==> config.mk <==
export PLATFORM = sky130hd
export DESIGN_NAME = anxnp_regs
export DESIGN_NICKNAME = d
export VERILOG_FILES = /design/src/hdl/anxnp_pkg.sv /design/src/hdl/anxnp_regs.sv /design/src/hdl/anxnp_sticky_flag.sv
export SDC_FILE = /design/constraint.sdc
export NUM_CORES = 1
export LEC_CHECK = 0
export BUFFER_PORTS_ARGS = -buffer_cell sky130_fd_sc_hd__buf_2
export CORE_ASPECT_RATIO = 1.4
export CORE_MARGIN = 2
export CORE_UTILIZATION = 47
export CTS_CLUSTER_DIAMETER = 50
export DETAILED_ROUTE_END_ITERATION = 10
export GPL_TIMING_DRIVEN = 1
export PLACE_DENSITY = 0.75
export RECOVER_POWER = 50
export SLEW_MARGIN = 20
export SYNTH_ARGS = -nofsm -noshare
export SYNTH_HDL_FRONTEND = slang
export SYNTH_HIERARCHICAL = 1
export SYNTH_SLANG_ARGS = --single-unit
==> constraint.sdc <==
create_clock -name core_clk -period 4.2 [get_ports core_clk]
set_clock_uncertainty 0.2 [all_clocks]
set_input_delay 1.05 -clock core_clk [delete_from_list [all_inputs] [get_ports core_clk]]
set_output_delay 1.05 -clock core_clk [all_outputs]
set_load 0.05 [all_outputs]
==> src/hdl/anxnp_pkg.sv <==
// Constants shared by the expansion status and next-page transmit logic.
package anxnp_pkg;

    // ====================
    // Management register addresses
    // ====================
    localparam logic [4:0] ADDR_EXP_STATUS = 5'h06;
    localparam logic [4:0] ADDR_NP_TX = 5'h07;

    // ====================
    // Expansion status field positions
    // ====================
    localparam int EXP_RSV_MSB = 15;
    localparam int EXP_RSV_LSB = 5;
    localparam int EXP_RSV_W = EXP_RSV_MSB - EXP_RSV_LSB + 1;
    localparam int EXP_PD_FAULT_BIT = 4;
    localparam int EXP_LP_NP_ABLE_BIT = 3;
    localparam int EXP_NP_ABLE_BIT = 2;
    localparam int EXP_PAGE_RX_BIT = 1;
    localparam int EXP_LP_AN_ABLE_BIT = 0;
    localparam logic [EXP_RSV_W-1:0] EXP_RSV_RESET = 11'h000;

    // ====================
    // Latching-high flag slots
    // ====================
    localparam int STICKY_COUNT = 2;
    localparam int STICKY_PD_FAULT = 0;
    localparam int STICKY_PAGE_RX = 1;

    // ====================
    // Next-page transmit word field positions and reset value
    // ====================
    localparam int NP_MORE_BIT = 15;
    localparam int NP_RSV_BIT = 14;
    localparam int NP_MSG_BIT = 13;
    localparam int NP_COMPLY_ACK_FLAG_BIT = 12;
    localparam int NP_TOGGLE_BIT = 11;
    localparam int NP_CODE_MSB = 10;
    localparam int NP_CODE_W = NP_CODE_MSB + 1;
    localparam logic [15:0] NP_TX_RESET = 16'h2001;
    localparam logic BASE_TOGGLE_RESET = 1'b0;

    // ====================
    // Next-page exchange phase
    // ====================
    typedef enum logic [3:0] {
        ANXNP_ST_IDLE = 4'h1,
        ANXNP_ST_BASE = 4'h2,
        ANXNP_ST_NEXT = 4'h4,
        ANXNP_ST_DONE = 4'h8
    } anxnp_state_t;

endpackage

==> src/hdl/anxnp_regs.sv <==
// Expansion status and next-page transmit registers of the negotiation.
//
// Behaviour
// Reserved expansion status bits always read zero.
// Manager writes reserved bits with their defaults.
// Gated reserved bits take writes only under override.
// Parallel detection fault sets a sticky flag.
// Partner next-page bit sets partner capable flag.
// Local next-page capable flag reads one.
// Each stored received page sets sticky flag.
// Reading expansion status clears page received.
// Partner negotiation capable set by valid bursts.
// Next-page transmit word lives at address seven.
// Sent more-pages bit follows the stored bit.
// Next pages need more-pages and capable partner.
// Sent message-page bit follows the stored bit.
// Sent comply bit follows the stored bit.
// Toggle inverts after each sent next page.
// First toggle is inverse of base bit eleven.
// Eleven code bits fill the sent code field.
// Sticky flags hold until read, then track.
// Writes to read-only status and toggle ignored.
`timescale 1ns/1ps
`default_nettype none

module anxnp_regs #(
    parameter logic LOCAL_NP_ABLE = 1'b1
) (
    input wire logic core_clk,
    input wire logic reset_n,
    input wire logic mgmt_rd_stb,
    input wire logic mgmt_wr_stb,
    input wire logic [4:0] mgmt_addr,
    input wire logic [15:0] mgmt_wdata,
    output logic [15:0] mgmt_rdata,
    output logic mgmt_rd_valid,
    output logic mgmt_rd_hit,
    input wire logic cmd_override_we,
    output logic [10:0] exp_aux_bits,
    input wire logic an_restart,
    input wire logic flp_burst_valid,
    input wire logic pd_fault_cond,
    input wire logic rx_page_stored,
    input wire logic rx_np_bit,
    input wire logic base_page_sent,
    input wire logic base_bit11,
    input wire logic np_word_sent,
    output logic [15:0] np_tx_word,
    output logic np_tx_allowed,
    output logic np_word_ready,
    output logic np_phase_active
);

    // ====================
    // Access decode
    // ====================
    logic rd_exp;
    logic wr_exp;
    logic wr_np;

    // Strobes qualified by the addressed register.
    assign rd_exp = mgmt_rd_stb && (mgmt_addr == anxnp_pkg::ADDR_EXP_STATUS);
    assign wr_exp = mgmt_wr_stb && (mgmt_addr == anxnp_pkg::ADDR_EXP_STATUS);
    assign wr_np = mgmt_wr_stb && (mgmt_addr == anxnp_pkg::ADDR_NP_TX);

    // ====================
    // Latching-high status flags
    // ====================
    logic [anxnp_pkg::STICKY_COUNT-1:0] sticky_set;
    logic [anxnp_pkg::STICKY_COUNT-1:0] sticky_flag;

    // Fault is a level condition; a stored page is a one-cycle event.
    assign sticky_set[anxnp_pkg::STICKY_PD_FAULT] = pd_fault_cond;
    assign sticky_set[anxnp_pkg::STICKY_PAGE_RX] = rx_page_stored;

    // One flag cell per latching bit, each cleared by an expansion read.
    genvar gi;
    generate
        for (gi = 0; gi < anxnp_pkg::STICKY_COUNT; gi = gi + 1) begin : g_lh
            anxnp_sticky_flag u_flag (
                .core_clk(core_clk),
                .reset_n(reset_n),
                .set_cond(sticky_set[gi]),
                .read_clr(rd_exp),
                .flag(sticky_flag[gi])
            );
        end
    endgenerate

    // ====================
    // Partner capability flags
    // ====================
    logic lp_an_able_r;
    logic lp_np_able_r;

    // Zero until a valid burst; a restart forgets the partner.
    always_ff @(posedge core_clk or negedge reset_n) begin
        if (!reset_n) begin
            lp_an_able_r <= 1'b0;
        end else if (flp_burst_valid) begin
            lp_an_able_r <= 1'b1;
        end else if (an_restart) begin
            lp_an_able_r <= 1'b0;
        end
    end

    // Partner next-page capable: set when a stored page has its
    // next-page bit set, cleared only by restart or reset.
    always_ff @(posedge core_clk or negedge reset_n) begin
        if (!reset_n) begin
            lp_np_able_r <= 1'b0;
        end else if (rx_page_stored && rx_np_bit) begin
            lp_np_able_r <= 1'b1;
        end else if (an_restart) begin
            lp_np_able_r <= 1'b0;
        end
    end

    // ====================
    // Override-gated reserved bits of the expansion register
    // ====================
    logic [anxnp_pkg::EXP_RSV_W-1:0] exp_aux_r;

    // These bits steer hidden auxiliary functions. They are stored only
    // while the override enable is high and are never shown on reads.
    always_ff @(posedge core_clk or negedge reset_n) begin
        if (!reset_n) begin
            exp_aux_r <= anxnp_pkg::EXP_RSV_RESET;
        end else if (wr_exp && cmd_override_we) begin
            exp_aux_r <= mgmt_wdata[anxnp_pkg::EXP_RSV_MSB:
                                    anxnp_pkg::EXP_RSV_LSB];
        end
    end

    assign exp_aux_bits = exp_aux_r;

    // ====================
    // Next-page transmit word storage
    // ====================
    logic more_pages_flag_r;
    logic message_page_flag_r;
    logic comply_ack_flag_r;
    logic [anxnp_pkg::NP_CODE_W-1:0] np_code_r;

    // Writable fields; reserved bit 14 and the toggle bit are dropped.
    always_ff @(posedge core_clk or negedge reset_n) begin
        if (!reset_n) begin
            more_pages_flag_r <=
                anxnp_pkg::NP_TX_RESET[anxnp_pkg::NP_MORE_BIT];
            message_page_flag_r <=
                anxnp_pkg::NP_TX_RESET[anxnp_pkg::NP_MSG_BIT];
            comply_ack_flag_r <=
                anxnp_pkg::NP_TX_RESET[anxnp_pkg::NP_COMPLY_ACK_FLAG_BIT];
            np_code_r <= anxnp_pkg::NP_TX_RESET[anxnp_pkg::NP_CODE_MSB:0];
        end else if (wr_np) begin
            more_pages_flag_r <= mgmt_wdata[anxnp_pkg::NP_MORE_BIT];
            message_page_flag_r <= mgmt_wdata[anxnp_pkg::NP_MSG_BIT];
            comply_ack_flag_r <= mgmt_wdata[anxnp_pkg::NP_COMPLY_ACK_FLAG_BIT];
            np_code_r <= mgmt_wdata[anxnp_pkg::NP_CODE_MSB:0];
        end
    end

    // ====================
    // Next-page exchange phase
    // ====================
    anxnp_pkg::anxnp_state_t state_r;
    anxnp_pkg::anxnp_state_t state_nxt;
    logic np_allowed_nxt;
    logic np_sent_ok;

    // Next pages are permitted only when both ends want them.
    assign np_allowed_nxt = more_pages_flag_r & lp_np_able_r;

    // A next-page send report counts only inside the next-page phase.
    assign np_sent_ok = np_word_sent &&
                        (state_r == anxnp_pkg::ANXNP_ST_NEXT);

    // Phase sequence: base page out, then next pages while allowed,
    // until a page that announces itself as the last one is sent.
    always_comb begin
        state_nxt = state_r;
        case (state_r)
            anxnp_pkg::ANXNP_ST_IDLE: begin
                if (base_page_sent) begin
                    state_nxt = anxnp_pkg::ANXNP_ST_BASE;
                end
            end
            anxnp_pkg::ANXNP_ST_BASE: begin
                if (np_allowed_nxt) begin
                    state_nxt = anxnp_pkg::ANXNP_ST_NEXT;
                end
            end
            anxnp_pkg::ANXNP_ST_NEXT: begin
                if (np_word_sent && !more_pages_flag_r) begin
                    state_nxt = anxnp_pkg::ANXNP_ST_DONE;
                end
            end
            anxnp_pkg::ANXNP_ST_DONE: begin
                state_nxt = anxnp_pkg::ANXNP_ST_DONE;
            end
            default: begin
                state_nxt = anxnp_pkg::ANXNP_ST_IDLE;
            end
        endcase
        if (an_restart) begin
            state_nxt = anxnp_pkg::ANXNP_ST_IDLE;
        end
    end

    // Phase register.
    always_ff @(posedge core_clk or negedge reset_n) begin
        if (!reset_n) begin
            state_r <= anxnp_pkg::ANXNP_ST_IDLE;
        end else begin
            state_r <= state_nxt;
        end
    end

    // ====================
    // Toggle bit
    // ====================
    logic toggle_r;

    // Seeded from the sent base word, inverted per sent next page;
    // management writes never reach it.
    always_ff @(posedge core_clk or negedge reset_n) begin
        if (!reset_n) begin
            toggle_r <= anxnp_pkg::BASE_TOGGLE_RESET;
        end else if (base_page_sent &&
                     (state_r == anxnp_pkg::ANXNP_ST_IDLE)) begin
            toggle_r <= ~base_bit11;
        end else if (np_sent_ok) begin
            toggle_r <= ~toggle_r;
        end
    end

    // ====================
    // Page loaded indication
    // ====================
    logic np_ready_r;

    // Set by a page write, cleared once sent; a write in the send
    // cycle wins so the new page is not lost.
    always_ff @(posedge core_clk or negedge reset_n) begin
        if (!reset_n) begin
            np_ready_r <= 1'b0;
        end else if (wr_np) begin
            np_ready_r <= 1'b1;
        end else if (np_sent_ok || an_restart) begin
            np_ready_r <= 1'b0;
        end
    end

    // ====================
    // Outgoing next-page code word
    // ====================
    logic [15:0] np_word_nxt;
    logic [15:0] np_tx_word_r;
    logic np_tx_allowed_r;

    // Code word assembled from the stored fields and the toggle.
    always_comb begin
        np_word_nxt = 16'h0000;
        np_word_nxt[anxnp_pkg::NP_MORE_BIT] = more_pages_flag_r;
        np_word_nxt[anxnp_pkg::NP_MSG_BIT] = message_page_flag_r;
        np_word_nxt[anxnp_pkg::NP_COMPLY_ACK_FLAG_BIT] = comply_ack_flag_r;
        np_word_nxt[anxnp_pkg::NP_TOGGLE_BIT] = toggle_r;
        np_word_nxt[anxnp_pkg::NP_CODE_MSB:0] = np_code_r;
    end

    // Transmit-side outputs come from flip-flops, one cycle behind.
    always_ff @(posedge core_clk or negedge reset_n) begin
        if (!reset_n) begin
            np_tx_word_r <= 16'h0000;
            np_tx_allowed_r <= 1'b0;
        end else begin
            np_tx_word_r <= np_word_nxt;
            np_tx_allowed_r <= np_allowed_nxt;
        end
    end

    assign np_tx_word = np_tx_word_r;
    assign np_tx_allowed = np_tx_allowed_r;
    assign np_word_ready = np_ready_r;
    assign np_phase_active = (state_r == anxnp_pkg::ANXNP_ST_NEXT);

    // ====================
    // Read path
    // ====================
    logic [15:0] exp_view;
    logic [15:0] rdata_nxt;
    logic hit_nxt;
    logic [15:0] rdata_r;
    logic rd_valid_r;
    logic rd_hit_r;

    // Expansion view: reserved bits forced low, status bits live.
    // Writes to this address change none of these bits.
    always_comb begin
        exp_view = 16'h0000;
        exp_view[anxnp_pkg::EXP_PD_FAULT_BIT] =
            sticky_flag[anxnp_pkg::STICKY_PD_FAULT];
        exp_view[anxnp_pkg::EXP_LP_NP_ABLE_BIT] = lp_np_able_r;
        exp_view[anxnp_pkg::EXP_NP_ABLE_BIT] = LOCAL_NP_ABLE;
        exp_view[anxnp_pkg::EXP_PAGE_RX_BIT] =
            sticky_flag[anxnp_pkg::STICKY_PAGE_RX];
        exp_view[anxnp_pkg::EXP_LP_AN_ABLE_BIT] = lp_an_able_r;
    end

    // Read multiplexer; other addresses answer zero with no hit.
    always_comb begin
        rdata_nxt = 16'h0000;
        hit_nxt = 1'b0;
        case (mgmt_addr)
            anxnp_pkg::ADDR_EXP_STATUS: begin
                rdata_nxt = exp_view;
                hit_nxt = 1'b1;
            end
            anxnp_pkg::ADDR_NP_TX: begin
                rdata_nxt = np_word_nxt; // reserved bit 14 stays zero
                hit_nxt = 1'b1;
            end
            default: begin
                rdata_nxt = 16'h0000;
                hit_nxt = 1'b0;
            end
        endcase
    end

    // Read data are captured on the read strobe and held until the
    // next read; valid pulses for one cycle.
    always_ff @(posedge core_clk or negedge reset_n) begin
        if (!reset_n) begin
            rdata_r <= 16'h0000;
            rd_hit_r <= 1'b0;
        end else if (mgmt_rd_stb) begin
            rdata_r <= rdata_nxt;
            rd_hit_r <= hit_nxt;
        end
    end

    // Read valid pulse.
    always_ff @(posedge core_clk or negedge reset_n) begin
        if (!reset_n) begin
            rd_valid_r <= 1'b0;
        end else begin
            rd_valid_r <= mgmt_rd_stb;
        end
    end

    assign mgmt_rdata = rdata_r;
    assign mgmt_rd_valid = rd_valid_r;
    assign mgmt_rd_hit = rd_hit_r;

endmodule
`default_nettype wire

==> src/hdl/anxnp_sticky_flag.sv <==
// Latching-high status flag that holds until the owning register is read.
`timescale 1ns/1ps
`default_nettype none

module anxnp_sticky_flag (
    input wire logic core_clk,
    input wire logic reset_n,
    input wire logic set_cond,
    input wire logic read_clr,
    output logic flag
);

    // ====================
    // Flag storage
    // ====================
    logic flag_r;
    logic flag_nxt;

    // The condition wins over the read, so an event in the read cycle
    // survives, and a condition still present after the read shows again.
    assign flag_nxt = set_cond | (flag_r & ~read_clr);

    // Flag register, cleared by reset.
    always_ff @(posedge core_clk or negedge reset_n) begin
        if (!reset_n) begin
            flag_r <= 1'b0;
        end else begin
            flag_r <= flag_nxt;
        end
    end

    assign flag = flag_r;

endmodule
`default_nettype wire

==> results of run 1 <==
## Yosys cell counts (2+ instances only)
cell and number:
sky130_fd_sc_hd__a21o_1 3, sky130_fd_sc_hd__a22o_1 11, sky130_fd_sc_hd__and4bb_2 2, sky130_fd_sc_hd__buf_2 4, sky130_fd_sc_hd__buf_4 4, sky130_fd_sc_hd__clkbuf_1 2
sky130_fd_sc_hd__dfrtp_1 65, sky130_fd_sc_hd__dfstp_2 3, sky130_fd_sc_hd__inv_1 13, sky130_fd_sc_hd__mux2_2 30, sky130_fd_sc_hd__nand2b_1 2, sky130_fd_sc_hd__nand3_1 6
sky130_fd_sc_hd__nor4b_1 3, sky130_fd_sc_hd__o211ai_1 2, sky130_fd_sc_hd__o21ai_0 8
## state kept, by name, indices dropped and copies added, names as in the netlist, 2 cells and up
register	cells
np_tx_word	15
g_lh.u_flag/flag	2
exp_aux_bits	11
mgmt_rdata	15
np_code_r	11
state_r	4
## cells by family (layout without fill, tap and decap cells)
| kind of cell | after synthesis | count (layout) | share of synthesized area (%) |
|---|---|---|---|
| flip-flops | 68 | 68 | 67.1 |
| multiplexers | 30 | 30 | 13.3 |
| AO/OA/AOI/OAI | 29 | 29 | 8.27 |
| AND/OR/NAND/NOR | 24 | 24 | 7.04 |
| buffers and inverters | 23 | 109 | 4.18 |
| other | 1 | 2 | 0.147 |
## stage by stage
step	std cells	hold WS (ns)	total power [mW]	util, %
global placement	312	0.180	1.10	57.2
detailed placement	312	0.184	1.11	57.2
global route	328	0.213	1.70	60.8
floorplan	176	0.161	1.01	-
CTS	328	0.199	1.64	61.0
finish	328	0.196	1.62	60.8
## power groups by stage
stage	Clock (mW)	Combinational, mW	Sequential, mW
2_1_floorplan	0	0.0667	0.945
3_3_place_gp	0	0.316	0.785
3_5_place_dp	0	0.320	0.788
4_1_cts	0.547	0.321	0.776
5_1_grt	0.578	0.335	0.785
6_report	0.532	0.317	0.775
## layout make-up
| type | count | area, µm² | area share, % |
|---|---|---|---|
| Clock inverter | 2 | 35.0 | 1.11 |
| Clock buffer | 14 | 163 | 5.15 |
| Tap cell | 66 | 82.6 | 2.61 |
| Inverter | 13 | 48.8 | 1.54 |
| Timing Repair Buffer | 80 | 395 | 12.5 |
| Sequential cell | 68 | 1710 | 54.0 |
| Multi-Input combinational cell | 85 | 731 | 23.1 |
## critical path: cells and delay by family, from the launching register on
family	cells	cell delay, ns
AND/OR/NAND/NOR	1	0.61
flip-flops	1	0.47
buffers and inverters	2	0.33
## layer usage
layer  wire length (µm)  vias up
met1               2060      848
met3                292        6
met2               2590       62
met5                  0        -
met4                 78        0
li1                   -      781
## final timing paths
kind / startpoint / to / depth (start not counted)
min in group asynchronous: reset_n / np_tx_word[3]$_DFF_PN0_ / 1
max: state_r[3]$_DFFE_PN0P_ / np_phase_active / 3
max reg2reg: state_r[3]$_DFFE_PN0P_ / toggle_r$_DFFE_PN0P_ / 3
min reg2reg: np_code_r[2]$_DFFE_PN0P_ / np_tx_word[2]$_DFF_PN0_ / 0
min: np_code_r[2]$_DFFE_PN0P_ / np_tx_word[2]$_DFF_PN0_ / 0
max in group asynchronous: reset_n / mgmt_rdata[5]$_DFFE_PN0P_ / 2
==> Flow_metrics.wiki, run 1 <==
{| class="wikitable"
! Metric !! Value
|-
| Status || finished clean
|-
| Predominant post-synthesis flop cell || sky130_fd_sc_hd__dfrtp_1
|-
| Total iterations of the first detailed-routing run || 5
|-
| Largest net degree at the start of global routing || 57
|-
| Maximum fanout along the worst path || 9
|-
| Slowest Stage Delay on Critical Path || 0.61 ns
|-
| Launching element type of the critical path || register
|-
| GRT met3 Usage || 5.45%
|-
| Sort of element at the end of the critical path || output pin
|-
| Top-Level Pins || 82
|-
| IR Drop Worst-Case VDD || between 300 and 400 µV
|-
| Num rows || 31
|-
| Iteration-0 DRC count of the detailed router || 104
|-
| CTS clk-pin slew, worst paths || 0.07 ns
|-
| Final count of negative-setup-slack endpoints || 0
|-
| Number of buffers inserted by port buffering || 79
|-
| Number of hold violations in the final report || 0
|-
| Ys async rst share || 100%
|-
| Bufs on Longest Clock Path || 2
|-
| Number of clock buffers inserted by TritonCTS || 9
|-
| Die W || between 60 and 70 µm
|-
| Number of distinct standard cells referenced by the synthesized netlist || 32
|-
| Proportion of layout cells with a drive suffix above 1 || a little under half
|-
| Internal Power || between 1 and 1.5 mW
|-
| Number of antenna violations at the first check in global routing || 0
|-
| CTS hold repair buffers || 0
|-
| Number of remaining DRC errors || 0
|-
| Share of power burned in combinational logic || slightly below 20%
|-
| Number of global-route vias before repair || 1707
|-
| Setup repair after global routing missed its margin || no
|-
| Routability cong. || 0.801
|-
| Worst setup slack before clock tree synthesis || 1.32 ns
|-
| Total Die Area || 6020 µm²
|-
| H-tree level count || 3
|-
| Clock period minus final worst setup slack || 3.00 ns
|-
| Max Freq || 334 MHz
|-
| Clock Power Share || 32.8%
|-
| Area added between synthesis and finish || 24.3%
|-
| Worst slew margin || 8.70%
|-
| Most used routing layer || met2
|-
| Post-CTS Resized || 0
|-
| Number of warnings printed during yosys synthesis || 6
|-
| Overflow after GRT || 0
|-
| Ordered cell list for the critical path || or4b_1 > inv_1 > buf_2
|-
| Most common library cell in the layout ignoring fill and taps || sky130_fd_sc_hd__buf_2
|-
| Number of inserted filler cells in the final layout || around 450
|-
| Global-route wire length before repair || 8170 µm
|-
| Number of clock sinks seen by CTS || between 60 and 70
|-
| Clock latency of the later-clocked register in the worst-skew pair || about 0.33 ns
|-
| Reg2reg setup slack || between 2 and 2.5 ns
|-
| Data arrival time of the worst path || 1.75 ns
|-
| Slack of the critical path || 1.20 ns
|-
| Top library cells by usage in the layout, fill and taps aside || sky130_fd_sc_hd__buf_2 (75), sky130_fd_sc_hd__dfrtp_1 (65), sky130_fd_sc_hd__mux2_2 (30)
|-
| Kind of critical path || register to output pin
|-
| Placed inst area || 2970 µm²
|-
| Cell with the largest stage delay on the worst path || sky130_fd_sc_hd__or4b_1
|-
| Total half-perimeter wirelength after legalization and detailed placement || between 3000 and 4000 µm
|-
| Die outline height || 91.0 µm
|-
| Starting density of the core || 48.9%
|-
| Proportion of total power due to net switching || between 30% and 40%
|-
| Finished Cell Area || 3160 µm²
|-
| Post-detailed-route via-to-cell ratio || 5.17
|-
| Synth top area share || 64.0%
|-
| Total global routing track utilization || 18.3%
|-
| Switching power || 0.498 mW
|-
| Setup Buffers After CTS || 0
|-
| Total length of routed wires || between 5000 and 6000 µm
|-
| Total Neg Setup Slack || 0 ns
|-
| Portion of total power attributed to sequential cells || 47.7%
|-
| Average cell area after synthesis || 14.5 µm²
|-
| Number of nets in the layout || 291
|-
| Routed wire length per instance || about 15 µm
|-
| Clock tree from TritonCTS || done
|-
| Routed vias || 1697
|-
| Worst endpoint required time || approximately 3.0 ns
|-
| Final-report max-slew violation count || 0
|-
| Cell type with the highest aggregate area in the netlist || sky130_fd_sc_hd__dfrtp_1
|-
| Number of flops mapped to enable cells by yosys || 0
|-
| Area of the core || 5200 µm²
|-
| Power per cell area || 514 nW/µm²
|-
| GR Layer Usage met1 || 22.4%
|-
| Pleak || 1.63 nW
|-
| Number of max-cap violations || 0
|-
| Met2 usage || 29.4%
|-
| Post-route antenna net violation count || 0
|-
| Top cells by area, synth || sky130_fd_sc_hd__dfrtp_1 (64%), sky130_fd_sc_hd__mux2_2 (13%), sky130_fd_sc_hd__a22o_1 (3.8%), sky130_fd_sc_hd__dfstp_2 (3.1%), sky130_fd_sc_hd__inv_1 (1.9%)
|-
| Final antenna diode count || 0
|-
| Sequential cell area fraction in the yosys report || 67.1%
|-
| Mapped Cells || 175
|-
| Netlist area before placement || 2540 µm²
|-
| Slew of the pin with the lowest slew margin || 1.37 ns
|-
| Clock tree root driver cell || sky130_fd_sc_hd__clkbuf_8
|-
| Synth Register Bits || 68
|-
| Path class of the lowest-slack min-delay path || register to register
|-
| Period utilisation layout || 71.3%
|}
Power figures use the tool's default switching activity.
==> run 2, diff against run 1 <==
--- a/config.mk
+++ b/config.mk
@@ -5,6 +5,7 @@
 export SDC_FILE = /design/constraint.sdc
 export NUM_CORES = 1
 export LEC_CHECK = 0
+export ABC_AREA = 1
 export BUFFER_PORTS_ARGS = -buffer_cell sky130_fd_sc_hd__buf_2
 export CORE_ASPECT_RATIO = 1.4
 export CORE_MARGIN = 2
@@ -12,7 +13,7 @@
 export CTS_CLUSTER_DIAMETER = 50
 export DETAILED_ROUTE_END_ITERATION = 10
 export GPL_TIMING_DRIVEN = 1
-export PLACE_DENSITY = 0.75
+export PLACE_DENSITY = 0.74
 export RECOVER_POWER = 50
 export SLEW_MARGIN = 20
 export SYNTH_ARGS = -nofsm -noshare
==> constraint.sdc (replaced) <==
create_clock -name core_clk -period 3 [get_ports core_clk]
set_clock_uncertainty 0.2 [all_clocks]
set_input_delay 0.75 -clock core_clk [delete_from_list [all_inputs] [get_ports core_clk]]
set_output_delay 0.75 -clock core_clk [all_outputs]
set_load 0.05 [all_outputs]
==> run 2 against run 1 <==
  * Flip-flop and latch count did not move
  * First-iteration DRC count rose by 8.7%
  * Worst setup slack got worse by 0.53 ns
  * Combinational power rose by 42%
  * Sequential power rose by 41%
  * Worst hold slack improved by 0.0067 ns
  * Final area rose by 2.4%
  * Largest power group unchanged
  * Utilization fell by 1.4 points
  * Critical path type unchanged
  * Final cell count rose by 30%
  * Clock power rose by 35%
  * Critical path depth rose by 1
  * Sequential share of layout area fell by 1.3 points
==> Flow_metrics.wiki, run 2 <==
{| class="wikitable"
! Metric !! Value
|-
| Total global routing track utilization || ~18%
|-
| CTS clk-pin slew, worst paths || ~0.06 ns
|-
| Number of hold violations in the final report || 0
|-
| FF/Latch Area || 1710 µm²
|-
| Proportion of layout cells with a drive suffix above 1 || approximately 28%
|-
| Predominant post-synthesis flop cell || sky130_fd_sc_hd__dfrtp_1
|-
| Global-route wire length before repair || 8250 µm
|-
| Final antenna diode count || 0
|-
| Clock Power Share || 31.8%
|-
| H-tree level count || 3
|-
| Reg2reg setup slack || 1.53 ns
|-
| Sequential cell area fraction in the yosys report || 65.6%
|-
| IR Drop Worst-Case VDD || 382 µV
|-
| Number of antenna violations at the first check in global routing || 0
|-
| Post-CTS Resized || 0
|-
| Routed wire length per instance || approximately 12 µm
|-
| Switching power || 0.720 mW
|-
| Sort of element at the end of the critical path || output pin
|-
| Most common library cell in the layout ignoring fill and taps || sky130_fd_sc_hd__nand2_1
|-
| Setup repair after global routing missed its margin || no
|-
| Clock tree from TritonCTS || done
|-
| Total iterations of the first detailed-routing run || 4
|-
| Number of clock sinks seen by CTS || 68
|-
| Total half-perimeter wirelength after legalization and detailed placement || 3910 µm
|-
| Proportion of total power due to net switching || 31.9%
|-
| Clock tree root driver cell || sky130_fd_sc_hd__clkbuf_8
|-
| Ordered cell list for the critical path || inv_1 > nand2_1 > nor2_1 > buf_2
|-
| Routed vias || 2011
|-
| Number of cells on the worst hold path || 0
|-
| Total Die Area || 6150 µm²
|-
| Cell with the largest stage delay on the worst path || sky130_fd_sc_hd__dfstp_2
|-
| Largest net degree at the start of global routing || 45
|-
| Path class of the lowest-slack min-delay path || register to register
|-
| Num rows || 32
|-
| Power per cell area || approximately 700 nW/µm²
|-
| Max Freq || 430 MHz
|-
| Portion of total power attributed to sequential cells || 48.2%
|-
| Internal Power || between 1.5 and 2 mW
|-
| Worst endpoint required time || 2.05 ns
|-
| Worst slew margin || slightly below 7%
|-
| Number of warnings printed during yosys synthesis || 6
|-
| Routability cong. || 0.823
|-
| Status || finished clean
|-
| Critical path launch point || state_r[0]$_DFFE_PN1P_
|-
| Startpoint of the lowest-slack hold path || np_code_r[3]$_DFFE_PN0P_
|-
| Kind of critical path || register to output pin
|-
| Number of clock buffers inserted by TritonCTS || 9
|-
| Number of flops mapped to enable cells by yosys || 0
|-
| Number of nets in the layout || 387
|-
| Post-detailed-route via-to-cell ratio || 4.72
|-
| Area added between synthesis and finish || 24.4%
|-
| Mapped Cells || 268
|-
| Slew of the pin with the lowest slew margin || 1.40 ns
|-
| Period utilisation layout || between 70% and 80%
|-
| Clock latency of the later-clocked register in the worst-skew pair || roughly 0.33 ns
|-
| Library cell with the highest instance count after synthesis || sky130_fd_sc_hd__nand2_1
|-
| Slowest Stage Delay on Critical Path || 0.36 ns
|-
| Starting density of the core || 47.7%
|-
| Post-route antenna net violation count || 0
|-
| Overflow after GRT || 0
|-
| Top-Level Pins || 82
|-
| Clock period minus final worst setup slack || 2.33 ns
|-
| Bufs on Longest Clock Path || 2
|-
| Number of distinct standard cells referenced by the synthesized netlist || 24
|-
| Maximum fanout along the worst path || 4
|-
| Die outline height || 92.0 µm
|-
| Die W || between 60 and 70 µm
|-
| Synth top area share || 62.6%
|-
| Iteration-0 DRC count of the detailed router || about 110
|-
| Post-synth top cells || sky130_fd_sc_hd__nand2_1 (93), sky130_fd_sc_hd__dfrtp_1 (65), sky130_fd_sc_hd__inv_1 (35), sky130_fd_sc_hd__o21ai_0 (22), sky130_fd_sc_hd__nor2_1 (12)
|-
| Reg2Reg Launch Point || state_r[0]$_DFFE_PN1P_
|-
| Netlist area before placement || 2600 µm²
|-
| Total Neg Setup Slack || 0 ns
|-
| Top cells by area, synth || sky130_fd_sc_hd__dfrtp_1 (63%), sky130_fd_sc_hd__nand2_1 (13%), sky130_fd_sc_hd__inv_1 (5.1%), sky130_fd_sc_hd__o21ai_0 (4.2%), sky130_fd_sc_hd__dfstp_2 (3.0%)
|-
| Top library cells by usage in the layout, fill and taps aside || sky130_fd_sc_hd__nand2_1 (93), sky130_fd_sc_hd__buf_2 (76), sky130_fd_sc_hd__dfrtp_1 (65)
|-
| CTS hold repair buffers || 0
|-
| Setup Buffers After CTS || 0
|-
| Depth of the most critical reg-to-reg path || 7
|-
| Cell type with the highest aggregate area in the netlist || sky130_fd_sc_hd__dfrtp_1
|-
| Area taken by multi-input logic gates || 699 µm²
|-
| Number of buffers inserted by port buffering || just under 80
|-
| Number of max-cap violations || 0
|-
| Share of power burned in combinational logic || about a fifth
|-
| Number of inserted filler cells in the final layout || 508
|-
| Final count of negative-setup-slack endpoints || 0
|-
| Area of the core || 5450 µm²
|-
| Ys async rst share || 100%
|-
| Total length of routed wires || 5260 µm
|-
| Pleak || between 1.5 and 2 nW
|-
| Final core occ || between 50 and 60%
|-
| Final-report max-slew violation count || 0
|-
| Synth Register Bits || 68
|-
| Number of global-route vias before repair || 1850
|-
| Data arrival time of the worst path || ~1.4 ns
|-
| Number of remaining DRC errors || 0
|-
| Launching element type of the critical path || register
|-
| Average cell area after synthesis || 9.70 µm²
|-
| Reg2reg end || toggle_r$_DFFE_PN0P_
|-
| Worst hold path endpoint || np_tx_word[3]$_DFF_PN0_
|}
## run 2: cell types whose count changed in the layout (fill, tap and decap cells not counted), moves of 3 or more
cell and delta:
sky130_fd_sc_hd__mux2_2 -30, sky130_fd_sc_hd__o21ai_0 +14, sky130_fd_sc_hd__o21ai_2 +5, sky130_fd_sc_hd__a22o_1 -10
sky130_fd_sc_hd__inv_1 +22, sky130_fd_sc_hd__nor4b_1 -3, sky130_fd_sc_hd__nand2_1 +92, sky130_fd_sc_hd__nor2_1 +12
sky130_fd_sc_hd__nand4_1 +4, sky130_fd_sc_hd__nand3_1 +4
## run 2: cell families (layout without fill, tap and decap cells)
| logic type | count (synthesis) | in the layout | share of synthesized area (%) |
|---|---|---|---|
| flip-flops | 68 | 68 | 65.6 |
| AO/OA/AOI/OAI | 32 | 32 | 7.27 |
| other | 1 | 2 | 0.144 |
| AND/OR/NAND/NOR | 123 | 123 | 19.3 |
| buffers and inverters | 44 | 133 | 7.65 |
## run 2: area by class of cell
cell class	count	share of cell area (%)
well taps	68	2.63
clock buffers	14	4.72
flip-flops and latches	68	52.7
repair buffers	82	13.2
clock inverters	2	1.08
inverters	35	4.06
multi-input cells	157	21.6
## run 2: power groups by stage
stage	clock network [mW]	logic, mW	registers [mW]
6_report	0.718	0.451	1.09
5_1_grt	0.775	0.486	1.10
4_1_cts	0.731	0.457	1.09
3_5_place_dp	0	0.457	1.11
3_3_place_gp	0	0.448	1.10
2_1_floorplan	0	0.101	1.32
## run 2: per-stage QoR
stage	area [µm²]	total power, mW	instances	setup WS [ns]	hold WS, ns
2_1_floorplan	2600	1.42	269	0.825	0.174
3_3_place_gp	3050	1.55	410	1.03	0.184
3_5_place_dp	3050	1.56	410	0.971	0.191
4_1_cts	3240	2.28	426	0.654	0.201
5_1_grt	3240	2.36	426	0.537	0.213
6_report	3240	2.26	426	0.673	0.203
## run 2: per-layer routing
metal | vias to the layer above | track usage, % | wire [µm]
met4 | 0 | 9.18 | 111
li1 | 990 | - | -
met5 | - | 0 | 0
met2 | 70 | 28.4 | 2600
met3 | 12 | 4.54 | 326
met1 | 939 | 22.9 | 2220
## run 2: how the worst max path moves through the flow
stage | end | cells after the start | slack [ns]
after CTS | np_phase_active | 4 | 0.65
after detailed placement | mgmt_rdata[4]$_DFFE_PN0P_ | 6 | 0.97
after global routing | np_phase_active | 4 | 0.54
after floorplan | np_phase_active | 3 | 0.82
after global placement | mgmt_rdata[0]$_DFFE_PN0P_ | 6 | 1.03
final | np_phase_active | 4 | 0.67
## run 2: critical path, delay by kind of cell, from the launching register on
kind / cells / cell delay (ns)
and+or+nand+nor: 2 / 0.28
DFF: 1 / 0.36
buffers and inverters: 2 / 0.41
